### src/hdl/otp_prog_defines.vh
`ifndef OTP_PROG_DEFINES_VH
`define OTP_PROG_DEFINES_VH
// clock rate
`define CLK_PERIOD_PS 25000
// program pulse window in ns; the nominal figure is driven
`define PULSE_MIN_NS 95000
`define PULSE_NOM_NS 100000
`define PULSE_MAX_NS 105000
// nominal pulse in clocks, sized to the timer so no bits are dropped
`define PULSE_CYC 16'h0FA0
// setup and hold figures in ns
`define SETUP_NS 2000
// cycle counts are the ns figures over the clock period, rounded up
`define SETUP_CYC 16'h0050
`define OE_DATA_NS 150
`define OE_DATA_CYC 16'h0006
`define FLOAT_NS 130
`define FLOAT_CYC 16'h0006
// retry limit per address
`define RETRY_MAX 4'hA
// supply selection codes
`define SUP_READ 2'h0
`define SUP_PROG 2'h1
// identification line bit position
`define ID_LINE_BIT 9
`endif

### src/hdl/otp_delay_timer.v
`timescale 1ns/1ps
// one-shot down counter; o_done pulses one cycle after expiry
module otp_delay_timer #(
    parameter W = 16
) (
    // clock and reset
    input wire i_core_clk,
    input wire i_srst,
    // control
    input wire i_start,
    input wire [W-1:0] i_count,
    // status
    output reg o_done
);
    reg [W-1:0] cnt_q;
    reg run_q;

    // count down from the loaded value
    always @(posedge i_core_clk)
    begin
        if (i_srst)
        begin
            cnt_q <= {W{1'b0}};
            run_q <= 1'b0;
            o_done <= 1'b0;
        end
        else
        begin
            o_done <= 1'b0;
            if (i_start)
            begin
                cnt_q <= i_count;
                run_q <= 1'b1;
            end
            else if (run_q)
            begin
                if (cnt_q <= {{(W-1){1'b0}}, 1'b1})
                begin
                    run_q <= 1'b0;
                    o_done <= 1'b1;
                end
                else
                    cnt_q <= cnt_q - {{(W-1){1'b0}}, 1'b1};
            end
        end
    end
endmodule // otp_delay_timer

### src/hdl/otp_programmer.v
`timescale 1ns/1ps
`include "otp_prog_defines.vh"
module otp_programmer #(
    parameter AW = 19,
    parameter [AW-1:0] LAST_ADDR = {AW{1'b1}},
    parameter [15:0] PULSE_CYC = `PULSE_CYC,
    parameter [7:0] EXP_MAKER = 8'h5A, // arbitrary value
    parameter [7:0] EXP_DEVICE = 8'hA5 // arbitrary value
) (
    // clock and reset
    input wire i_core_clk,
    input wire i_srst,
    // user commands
    input wire i_start_prog,
    input wire i_start_id,
    // image data for the current address
    input wire [7:0] i_img_data,
    // memory pins
    input wire [7:0] i_mem_dq,
    output reg [AW-1:0] o_mem_addr,
    output reg [7:0] o_mem_dq,
    output reg o_mem_dq_oe,
    output reg o_chip_en_n,
    output reg o_out_en_n,
    output reg o_id_mode_high_voltage_line,
    output reg [1:0] o_supply_sel,
    // status
    output reg o_busy,
    output reg o_done,
    output reg o_pass,
    output reg o_fail,
    output reg [7:0] o_maker_code,
    output reg [7:0] o_device_code,
    output reg o_id_match
);
    localparam [3:0] S_IDLE = 4'h0;
    localparam [3:0] S_SETUP = 4'h1;
    localparam [3:0] S_PULSE = 4'h2;
    localparam [3:0] S_HOLD = 4'h3;
    localparam [3:0] S_VREAD = 4'h4;
    localparam [3:0] S_VFLOAT = 4'h5;
    localparam [3:0] S_RDSET = 4'h6;
    localparam [3:0] S_RREAD = 4'h7;
    localparam [3:0] S_RFLOAT = 4'h8;
    localparam [3:0] S_IDSET = 4'h9;
    localparam [3:0] S_IDREAD = 4'hA;
    localparam [3:0] S_END = 4'hB;
    localparam [1:0] PH_BLIND = 2'h0;
    localparam [1:0] PH_VERIFY = 2'h1;
    localparam [1:0] PH_READ = 2'h2;

    reg [3:0] st_q;
    reg [1:0] ph_q;
    reg [3:0] retry_q;
    reg bad_q;
    reg tmr_start;
    reg [15:0] tmr_count;
    wire tmr_done;

    // last address reached test, used on several branches
    function last_addr;
        input [AW-1:0] a;
        begin
            last_addr = (a == LAST_ADDR);
        end
    endfunction

    otp_delay_timer #(.W(16)) u_timer (
        .i_core_clk(i_core_clk),
        .i_srst(i_srst),
        .i_start(tmr_start),
        .i_count(tmr_count),
        .o_done(tmr_done)
    );

    // sequencer; timer is kicked on every state entry except S_END and S_IDLE
    always @(posedge i_core_clk)
    begin
        if (i_srst)
        begin
            st_q <= S_IDLE;
            ph_q <= PH_BLIND;
            retry_q <= 4'h0;
            bad_q <= 1'b0;
            tmr_start <= 1'b0;
            tmr_count <= 16'h0000;
            o_mem_addr <= {AW{1'b0}};
            o_mem_dq <= 8'h00;
            o_mem_dq_oe <= 1'b0;
            o_chip_en_n <= 1'b1;
            o_out_en_n <= 1'b1;
            o_id_mode_high_voltage_line <= 1'b0;
            o_supply_sel <= `SUP_READ;
            o_busy <= 1'b0;
            o_done <= 1'b0;
            o_pass <= 1'b0;
            o_fail <= 1'b0;
            o_maker_code <= 8'h00;
            o_device_code <= 8'h00;
            o_id_match <= 1'b0;
        end
        else
        begin
            tmr_start <= 1'b0;
            o_done <= 1'b0;
            case (st_q)
                S_IDLE:
                begin
                    if (i_start_prog)
                    begin
                        // address zero and supplies up on one edge; address is already parked at zero
                        o_mem_addr <= {AW{1'b0}};
                        o_supply_sel <= `SUP_PROG;
                        ph_q <= PH_BLIND;
                        retry_q <= 4'h0;
                        bad_q <= 1'b0;
                        o_busy <= 1'b1;
                        o_pass <= 1'b0;
                        o_fail <= 1'b0;
                        tmr_count <= `SETUP_CYC;
                        tmr_start <= 1'b1;
                        st_q <= S_SETUP;
                    end
                    else if (i_start_id)
                    begin
                        // high line up, rest low, bit zero picks the byte
                        o_mem_addr <= {AW{1'b0}};
                        o_id_mode_high_voltage_line <= 1'b1;
                        o_busy <= 1'b1;
                        tmr_count <= `SETUP_CYC;
                        tmr_start <= 1'b1;
                        st_q <= S_IDSET;
                    end
                end
                S_SETUP:
                begin
                    // data and address settle before the pulse
                    o_mem_dq <= i_img_data;
                    o_mem_dq_oe <= 1'b1;
                    if (tmr_done)
                    begin
                        o_chip_en_n <= 1'b0;
                        tmr_count <= PULSE_CYC;
                        tmr_start <= 1'b1;
                        st_q <= S_PULSE;
                    end
                end
                S_PULSE:
                begin
                    if (tmr_done)
                    begin
                        o_chip_en_n <= 1'b1; // fixed width of PULSE_CYC plus two clocks
                        tmr_count <= `SETUP_CYC;
                        tmr_start <= 1'b1;
                        st_q <= S_HOLD;
                    end
                end
                S_HOLD:
                begin
                    if (tmr_done)
                    begin
                        o_mem_dq_oe <= 1'b0;
                        if (ph_q == PH_BLIND)
                        begin
                            // no verify in the first pass
                            if (last_addr(o_mem_addr))
                            begin
                                ph_q <= PH_VERIFY;
                                o_mem_addr <= {AW{1'b0}};
                                retry_q <= 4'h0;
                            end
                            else
                                o_mem_addr <= o_mem_addr + {{(AW-1){1'b0}}, 1'b1};
                            tmr_count <= `SETUP_CYC;
                            tmr_start <= 1'b1;
                            st_q <= (last_addr(o_mem_addr)) ? S_RDSET : S_SETUP;
                        end
                        else
                        begin
                            tmr_count <= `SETUP_CYC;
                            tmr_start <= 1'b1;
                            st_q <= S_RDSET;
                        end
                    end
                end
                S_RDSET:
                begin
                    // oe setup elapsed, drop oe and wait data valid
                    if (tmr_done)
                    begin
                        o_out_en_n <= 1'b0;
                        // plain read at read supply needs chip enable as well
                        if (ph_q == PH_READ)
                            o_chip_en_n <= 1'b0;
                        tmr_count <= `OE_DATA_CYC;
                        tmr_start <= 1'b1;
                        st_q <= S_VREAD;
                    end
                end
                S_VREAD:
                begin
                    // sample only after the data delay
                    if (tmr_done)
                    begin
                        o_out_en_n <= 1'b1;
                        o_chip_en_n <= 1'b1;
                        tmr_count <= `FLOAT_CYC;
                        tmr_start <= 1'b1;
                        st_q <= (ph_q == PH_READ) ? S_RFLOAT : S_VFLOAT;
                        if (ph_q == PH_READ && i_mem_dq != i_img_data)
                            bad_q <= 1'b1;
                        else if (ph_q == PH_VERIFY)
                            bad_q <= (i_mem_dq != i_img_data);
                    end
                end
                S_VFLOAT:
                begin
                    if (tmr_done)
                    begin
                        if (bad_q)
                        begin
                            if (retry_q == `RETRY_MAX)
                            begin
                                o_fail <= 1'b1;
                                st_q <= S_END;
                            end
                            else
                            begin
                                retry_q <= retry_q + 4'h1;
                                tmr_count <= `SETUP_CYC;
                                tmr_start <= 1'b1;
                                st_q <= S_SETUP;
                            end
                        end
                        else if (last_addr(o_mem_addr))
                        begin
                            // supplies down, full readback
                            o_supply_sel <= `SUP_READ;
                            ph_q <= PH_READ;
                            o_mem_addr <= {AW{1'b0}};
                            tmr_count <= `SETUP_CYC;
                            tmr_start <= 1'b1;
                            st_q <= S_RDSET;
                        end
                        else
                        begin
                            // next address, fresh retry count
                            o_mem_addr <= o_mem_addr + {{(AW-1){1'b0}}, 1'b1};
                            retry_q <= 4'h0;
                            tmr_count <= `SETUP_CYC;
                            tmr_start <= 1'b1;
                            st_q <= S_RDSET;
                        end
                    end
                end
                S_RFLOAT:
                begin
                    if (tmr_done)
                    begin
                        if (last_addr(o_mem_addr))
                        begin
                            o_pass <= ~bad_q;
                            o_fail <= bad_q;
                            st_q <= S_END;
                        end
                        else
                        begin
                            o_mem_addr <= o_mem_addr + {{(AW-1){1'b0}}, 1'b1};
                            tmr_count <= `SETUP_CYC;
                            tmr_start <= 1'b1;
                            st_q <= S_RDSET;
                        end
                    end
                end
                S_IDSET:
                begin
                    // both strobes low; data waits the full delay
                    if (tmr_done)
                    begin
                        o_chip_en_n <= 1'b0;
                        o_out_en_n <= 1'b0;
                        tmr_count <= `OE_DATA_CYC;
                        tmr_start <= 1'b1;
                        st_q <= S_IDREAD;
                    end
                end
                S_IDREAD:
                begin
                    if (tmr_done)
                    begin
                        if (o_mem_addr[0] == 1'b0)
                        begin
                            o_maker_code <= i_mem_dq;
                            o_mem_addr[0] <= 1'b1; // select device byte
                            tmr_count <= `OE_DATA_CYC;
                            tmr_start <= 1'b1;
                        end
                        else
                        begin
                            o_device_code <= i_mem_dq;
                            o_id_match <= (o_maker_code == EXP_MAKER) &&
                                (i_mem_dq == EXP_DEVICE);
                            o_chip_en_n <= 1'b1;
                            o_out_en_n <= 1'b1;
                            o_id_mode_high_voltage_line <= 1'b0;
                            o_mem_addr <= {AW{1'b0}};
                            st_q <= S_END;
                        end
                    end
                end
                S_END:
                begin
                    // park on the first location so a later run raises supplies on it
                    o_mem_addr <= {AW{1'b0}};
                    o_supply_sel <= `SUP_READ;
                    o_mem_dq_oe <= 1'b0;
                    o_chip_en_n <= 1'b1;
                    o_out_en_n <= 1'b1;
                    o_busy <= 1'b0;
                    o_done <= 1'b1;
                    st_q <= S_IDLE;
                end
                default:
                    st_q <= S_IDLE;
            endcase
        end
    end
endmodule // otp_programmer

### config.mk
export PLATFORM = sky130hd
export DESIGN_NAME = otp_programmer
export DESIGN_NICKNAME = d
export VERILOG_FILES = /design/src/hdl/otp_delay_timer.v /design/src/hdl/otp_programmer.v
export VERILOG_INCLUDE_DIRS = /design/src /design/src/hdl
export SDC_FILE = /design/constraint.sdc
export NUM_CORES = 1
export LEC_CHECK = 0
export BUFFER_PORTS_ARGS = -buffer_cell sky130_fd_sc_hd__buf_2
export CAP_MARGIN = 5
export CORE_ASPECT_RATIO = 0.7
export CORE_MARGIN = 2
export CORE_UTILIZATION = 57
export CTS_CLUSTER_DIAMETER = 60
export CTS_CLUSTER_SIZE = 28
export DETAILED_ROUTE_END_ITERATION = 10
export PLACE_DENSITY = 0.79
export REMOVE_ABC_BUFFERS = 1
export SLEW_MARGIN = 25
export SYNTH_ARGS = -nofsm -noshare
export SYNTH_HDL_FRONTEND = slang
export SYNTH_SLANG_ARGS = --single-unit
### constraint.sdc
create_clock -name i_core_clk -period 2.91 [get_ports i_core_clk]
set_input_delay 0.1455 -clock i_core_clk [delete_from_list [all_inputs] [get_ports i_core_clk]]
set_output_delay 0.1455 -clock i_core_clk [all_outputs]
set_load 0.05 [all_outputs]
Yosys cells after proc, flatten, opt, wreduce, memory -nomap -nowiden
Index checks and enable logic that the tools add are counted.
{"block": "totals", "inputBits": 20, "reg_bits": 100, "elab_cells": 238, "output_inout_bits": 54}
{"block": "classes", "reduce_logical": 42, "muxes": 115, "bitwise": 3, "n_addsub": 3, "magnitude_cmp": 1, "n_eq_ne": 50}
{"cell": "16-bit 2-to-1 mux", "count": 15}
{"cell": "19-bit 2-to-1 mux", "count": 10}
{"cell": "19-bit one-hot mux with 6 select lines", "count": 1}
{"cell": "16-bit one-hot mux with 7 select lines", "count": 1}
{"cell": "4-bit 2-to-1 mux", "count": 24}
{"cell": "4-bit one-hot mux with 10 select lines", "count": 1}
{"cell": "1-bit 2-to-1 mux", "count": 37}
{"cell": "2-bit != test (second input constant)", "count": 15}
{"cell": "2-bit by 1-bit != test with 1-bit output (second input constant)", "count": 14}
{"cell": "2-bit 2-to-1 mux", "count": 11}
{"cell": "11-bit AND reduction", "count": 2}
{"cell": "4-bit == test (second input constant)", "count": 5}
{"cell": "19-bit by 1-bit adder with 19-bit output (second input constant)", "count": 1}
{"cell": "19-bit == test (second input constant)", "count": 1}
{"cell": "18-bit 2-to-1 mux", "count": 1}
{"cell": "16-bit by 1-bit less-or-equal comparator with 1-bit output (second input constant)", "count": 1}
{"cell": "8-bit AND reduction", "count": 2}
{"cell": "16-bit by 1-bit subtractor with 16-bit output (second input constant)", "count": 1}
{"cell": "5-bit AND reduction", "count": 3}
{"cell": "7-bit AND reduction", "count": 2}
{"cell": "4-bit by 3-bit == test with 1-bit output (second input constant)", "count": 3}
{"cell": "3-bit != test (second input constant)", "count": 4}
{"cell": "2-bit one-hot mux with 3 select lines", "count": 2}
{"cell": "4-bit one-hot mux with 3 select lines", "count": 1}
{"cell": "other kinds (31)", "count": 56}

Depth between registers and ports, before layout
{"block": "logic_depth", "depth_word": 5, "ltp_mapped": 9}

Modules after synthesis
From an unflattened synthesis, not the netlist that was laid out.
{"block": "hier_totals", "hier_cells": 618, "area_unflattened_um2": 4938.5}
{"module": "otp_programmer", "instances": 1, "cells_each": 476, "area_each_um2": 3788.6}
{"module": "otp_delay_timer", "instances": 1, "cells_each": 142, "area_each_um2": 1149.9}

Least setup slack after synthesis
OpenSTA, ideal clock, no wires.
{"block": "synth_path", "path_type": "register -> register", "start": "register o_mem_addr[1]", "end": "register o_mem_addr[6]", "slack_ns": 0.217, "n_path_buf": 2, "t_required_ns": 2.809, "stages_incl_launch_ff": 10, "setup_ns": 0.101, "t_arrival_ns": 2.591, "synth_period_minus_slack_ns": 2.693, "path_cell_list": "dfxtp_1 > ha_1 > nand3_2 > or4_1 > or3_4 > o211ai_2 > buf_6 > buf_6 > o211ai_1 > o41ai_1"}
{"block": "synth_between", "elab_chain_len": 5, "word_cells_on_any_way": 12}
{"item": "from (decl)", "line_no": "otp_programmer.v:20", "rtl": "output reg [AW-1:0] o_mem_addr,"}
{"item": "from (signal assigned)", "line_no": "otp_programmer.v:87", "rtl": "o_mem_addr <= {AW{1'b0}};"}
{"item": "from (signal assigned)", "line_no": "otp_programmer.v:112", "rtl": "o_mem_addr <= {AW{1'b0}};"}
{"item": "from (signal assigned)", "line_no": "otp_programmer.v:127", "rtl": "o_mem_addr <= {AW{1'b0}};"}
{"item": "19-bit by 1-bit adder with 19-bit output or 19-bit == test (tied branches)"}
{"item": "19-bit 2-to-1 mux", "line_no": "otp_programmer.v:166, otp_programmer.v:235"}
{"item": "19-bit 2-to-1 mux (on tied branches)", "line_no": "otp_programmer.v:220, otp_programmer.v:163"}
{"item": "19-bit 2-to-1 mux (on tied branches)", "line_no": "otp_programmer.v:218, otp_programmer.v:160"}
{"item": "19-bit one-hot mux with 6 select lines", "line_no": "otp_programmer.v:106", "rtl": "case (st_q)"}
Several ways; a longest one is shown, not always the timed one. The select of a mux whose other input is x is not followed.
A chain may end at the register's enable or synchronous reset.

Final worst setup path
{"block": "layout_path", "start": "register st_q[1]", "end": "register o_mem_addr[13]"}
{"block": "layout_between", "elab_chain_len": 3, "word_cells_on_any_way": 18}
{"item": "from (decl)", "line_no": "otp_programmer.v:52", "rtl": "reg [3:0] st_q;"}
{"item": "from (signal assigned)", "line_no": "otp_programmer.v:176", "rtl": "st_q <= (last_addr(o_mem_addr)) ? S_RDSET : S_SETUP;"}
{"item": "from (signal assigned)", "line_no": "otp_programmer.v:209", "rtl": "st_q <= (ph_q == PH_READ) ? S_RFLOAT : S_VFLOAT;"}
{"item": "4-bit == test (tied with other cells)", "line_no": "otp_programmer.v:106"}
{"item": "6-bit nonzero test (no line) (tied with other cells)"}
{"item": "10-bit AND reduction (no line)"}
Several ways; a longest one is shown, not always the timed one.

==> out/results.txt <==
Compound-Gate Fraction of Synth Area - 21.0%
Final wirelength - 12500 um
Setup violators final - 0
Mux contribution to synthesized area - 5.01%
Wire per inst - 16.7 um
Drt via density - 6.25
Clk sinks - 86
Status - finished clean
RSZ-0062 raised after global routing - false
TritonCTS buffer count - 9
Sequential fraction of the synthesis area - 36.9%
Via count - 4673
Number of global-route vias before repair - 4209
First-pass GRT wire length - 20400 um
CTS tree - done
Num rows - 27
Most common cell after layout, fill and taps aside - dfxtp_1
Net Sw Frac - 42.0%
Clock Pin Slew Worst Setup and Hold Paths - 0.06 ns
Top-Level Pins - 74
Post-Syn Area - 4670 um2
Yosys reg bits - 86
Setup slack at placement - 0.403 ns
Gate power share - 45.6%
VDD IR-drop max - 666 uV
Reg2reg start - st_q[1]
Fillers - 614
M1 GR Usage - 39.6%
Cells after synthesis - 578
Clock power frac - 23.1%
Final Cycle Share - 87.4%
Synth Area in Simple Gates - 25.9%
Cts repair resizes - 0
Worst-case clock buffer depth - 2
Slew HR - 56.5%
Synthesis-to-finish area growth - 16.0%
DRC errors left - 0
MaxCap Viol Count - 0
GP Congestion - 1.01
Worst Setup Path Type - flip-flop to flip-flop
Crit end category - flip-flop
GRT busiest layer - met2
Initial core utilization - 59.1%
Fraction of the mapped netlist area in adder cells - 1.77%
Post-route setup TNS - 0 ns
Post-CTS Hold Fix Bufs - 0
Top_reg_cell synth - dfxtp_1
Met3 Usage GRT - 6.91%
H-Tree Level Count - 3
Final HPWL DP - 8860 um
Worst hold path type - input port to flip-flop
Power per cell area - 902 nW/um2
EDFF count, synth - 0
Final hold viol count - 0
Final Util - 68.5%
Total gr overflow - 0
Setup Buffers After CTS - 0
Flop pwr share - 31.3%
Capturing point of the worst reg2reg path - o_mem_addr[13]
Clk root buf - clkbuf_16
Cell area after layout - 5420 um2
FMAX - 393 MHz
Pins over their slew limit - 0
Met2 Usage GRT - 43.1%
Start point of the worst hold path - i_img_data[6]
DR pass1 iterations - 7
Final period demand of the worst path - 2.54 ns
Synth Warn # - 0
Unique cell type count in the Yosys netlist - 68
Largest family of logic cells by synthesized area - simple AND/OR/NAND/NOR gates
Hold endpoint - o_mem_dq[6]
Commonest non-fill, non-tap cells in the layout - dfxtp_1 (86), buf_2 (72), nor2_1 (68)
Max FO, Critical Path - 16
Share of layout cells above drive strength 1 - 19.0%
DP Area - 5130 um2
Fin Clk Skew - 0.00682 ns
Starting DRT DRC Count - 627
Reg2reg path depth - 7
Fin Hold WS - 0.0655 ns
Leakage - 2.28 nW
Startpoint Class - flip-flop
Final worst slack - 0.366 ns
Die Height - 79.7 um
Chip width - 112 um
Reg-to-reg slack, setup - 0.37 ns
Hold depth - 3
N_diodes - 0
Final ANT Viol Nets - 0
Initial antenna violation count - 0
Die area - 8940 um2
Clk_lat worst skew - 0.34 ns
Req. time, crit path - 3.15 ns
WP data arrival - 2.79 ns
Largest net degree at the start of global routing - 30
Number of port buffers - 72
GRT Total Usage - 28.2%
Layout Nets - 669
Xor and xnor area share after synthesis - 4.50%
Internal Power - 2.83 mW
Asr flop ratio synth - 0%
Net switching power - 2.06 mW
Least-Margin Pin Slew - 0.650 ns
Mapped Avg Cell Area - 8.08 um2
Core Area - 7910 um2
==> routing by layer <==
metal | vias up | share of wire (%)
li1 | 2217 | -
met1 | 2137 | 45
met2 | 268 | 42
met3 | 51 | 9.5
met4 | 0 | 2.7
met5 | - | 0
==> how the worst max path moves through the flow <==
stage                        from             end  depth (start not counted)
detailed placement        st_q[1]  o_mem_addr[18]                          6
global placement          st_q[1]  o_mem_addr[13]                          7
floorplan           o_mem_addr[0]  o_mem_addr[18]                          7
global route              st_q[1]  o_mem_addr[13]                          7
finish                    st_q[1]  o_mem_addr[13]                          7
CTS                       st_q[1]  o_mem_addr[18]                          6
==> final cells by class <==
type                       count  area [um2]  area share, %
clock buffer                  10         239           4.41
clock inverter                 4        48.8          0.901
inverter                      17        63.8           1.18
multi-input combinational    440        2720           50.3
sequential                    86        1720           31.8
tap                          101         126           2.33
timing repair buffer          90         495           9.15
==> per-stage QoR <==
step,instances,total power [mW]
2_1_floorplan,543,3.08
3_3_place_gp,734,3.66
3_5_place_dp,734,3.70
4_1_cts,748,4.84
5_1_grt,748,5.19
6_report,748,4.89
==> logic make-up (layout without fill, tap and decap cells) <==
logic type | after synthesis | after routing
AO/OA/AOI/OAI | 144 | 144
buffers and inverters | 52 | 121
other | 1 | 1
multiplexers | 23 | 23
XOR/XNOR | 24 | 24
AND/OR/NAND/NOR | 241 | 241
adder cells (fa/ha/maj) | 7 | 7
flip-flops | 86 | 86
==> worst max-delay path, cell delays in order (launching register included) <==
cell	delay, ns
dfxtp_1	0.47
buf_4	0.26
or4b_1	0.60
o21a_1	0.17
nor2_1	0.09
nand4_1	0.29
buf_4	0.30
o41ai_1	0.28
==> sequential cells by signal, summed over array words and instances, names as in the netlist, 3 cells and up <==
name,cells
tmr_count,3
o_mem_addr,19
o_mem_dq,8
st_q,4
u_timer.cnt_q,16
o_device_code,8
o_maker_code,8
retry_q,4
==> Yosys cell counts (all sizes together), types with 9 or more instances <==
cell,instances,share of area [%]
buf,14,1.8
nand2,59,4.7
o21ai,29,3.1
nand3,16,1.8
a21oi,35,3.8
clkbuf,21,1.7
o211ai,17,2.8
xnor2,13,2.4
nor2,68,5.5
dfxtp,86,37
inv,17,1.4
nor2b,10,1.3
or3,9,1.3
mux2i,20,4.3
nor3,23,2.6
o31ai,9,1.4
nand4,9,1.2
a31oi,9,1.3
xor2,11,2.1
==> power by group through the flow <==
stage	logic (mW)	registers (mW)	clock network, mW
global placement	2.12	1.54	0
detailed placement	2.16	1.55	0
global route	2.43	1.55	1.20
floorplan	1.30	1.78	0
finish	2.23	1.53	1.13
CTS	2.18	1.52	1.14
(Power assumes the default switching activity.)
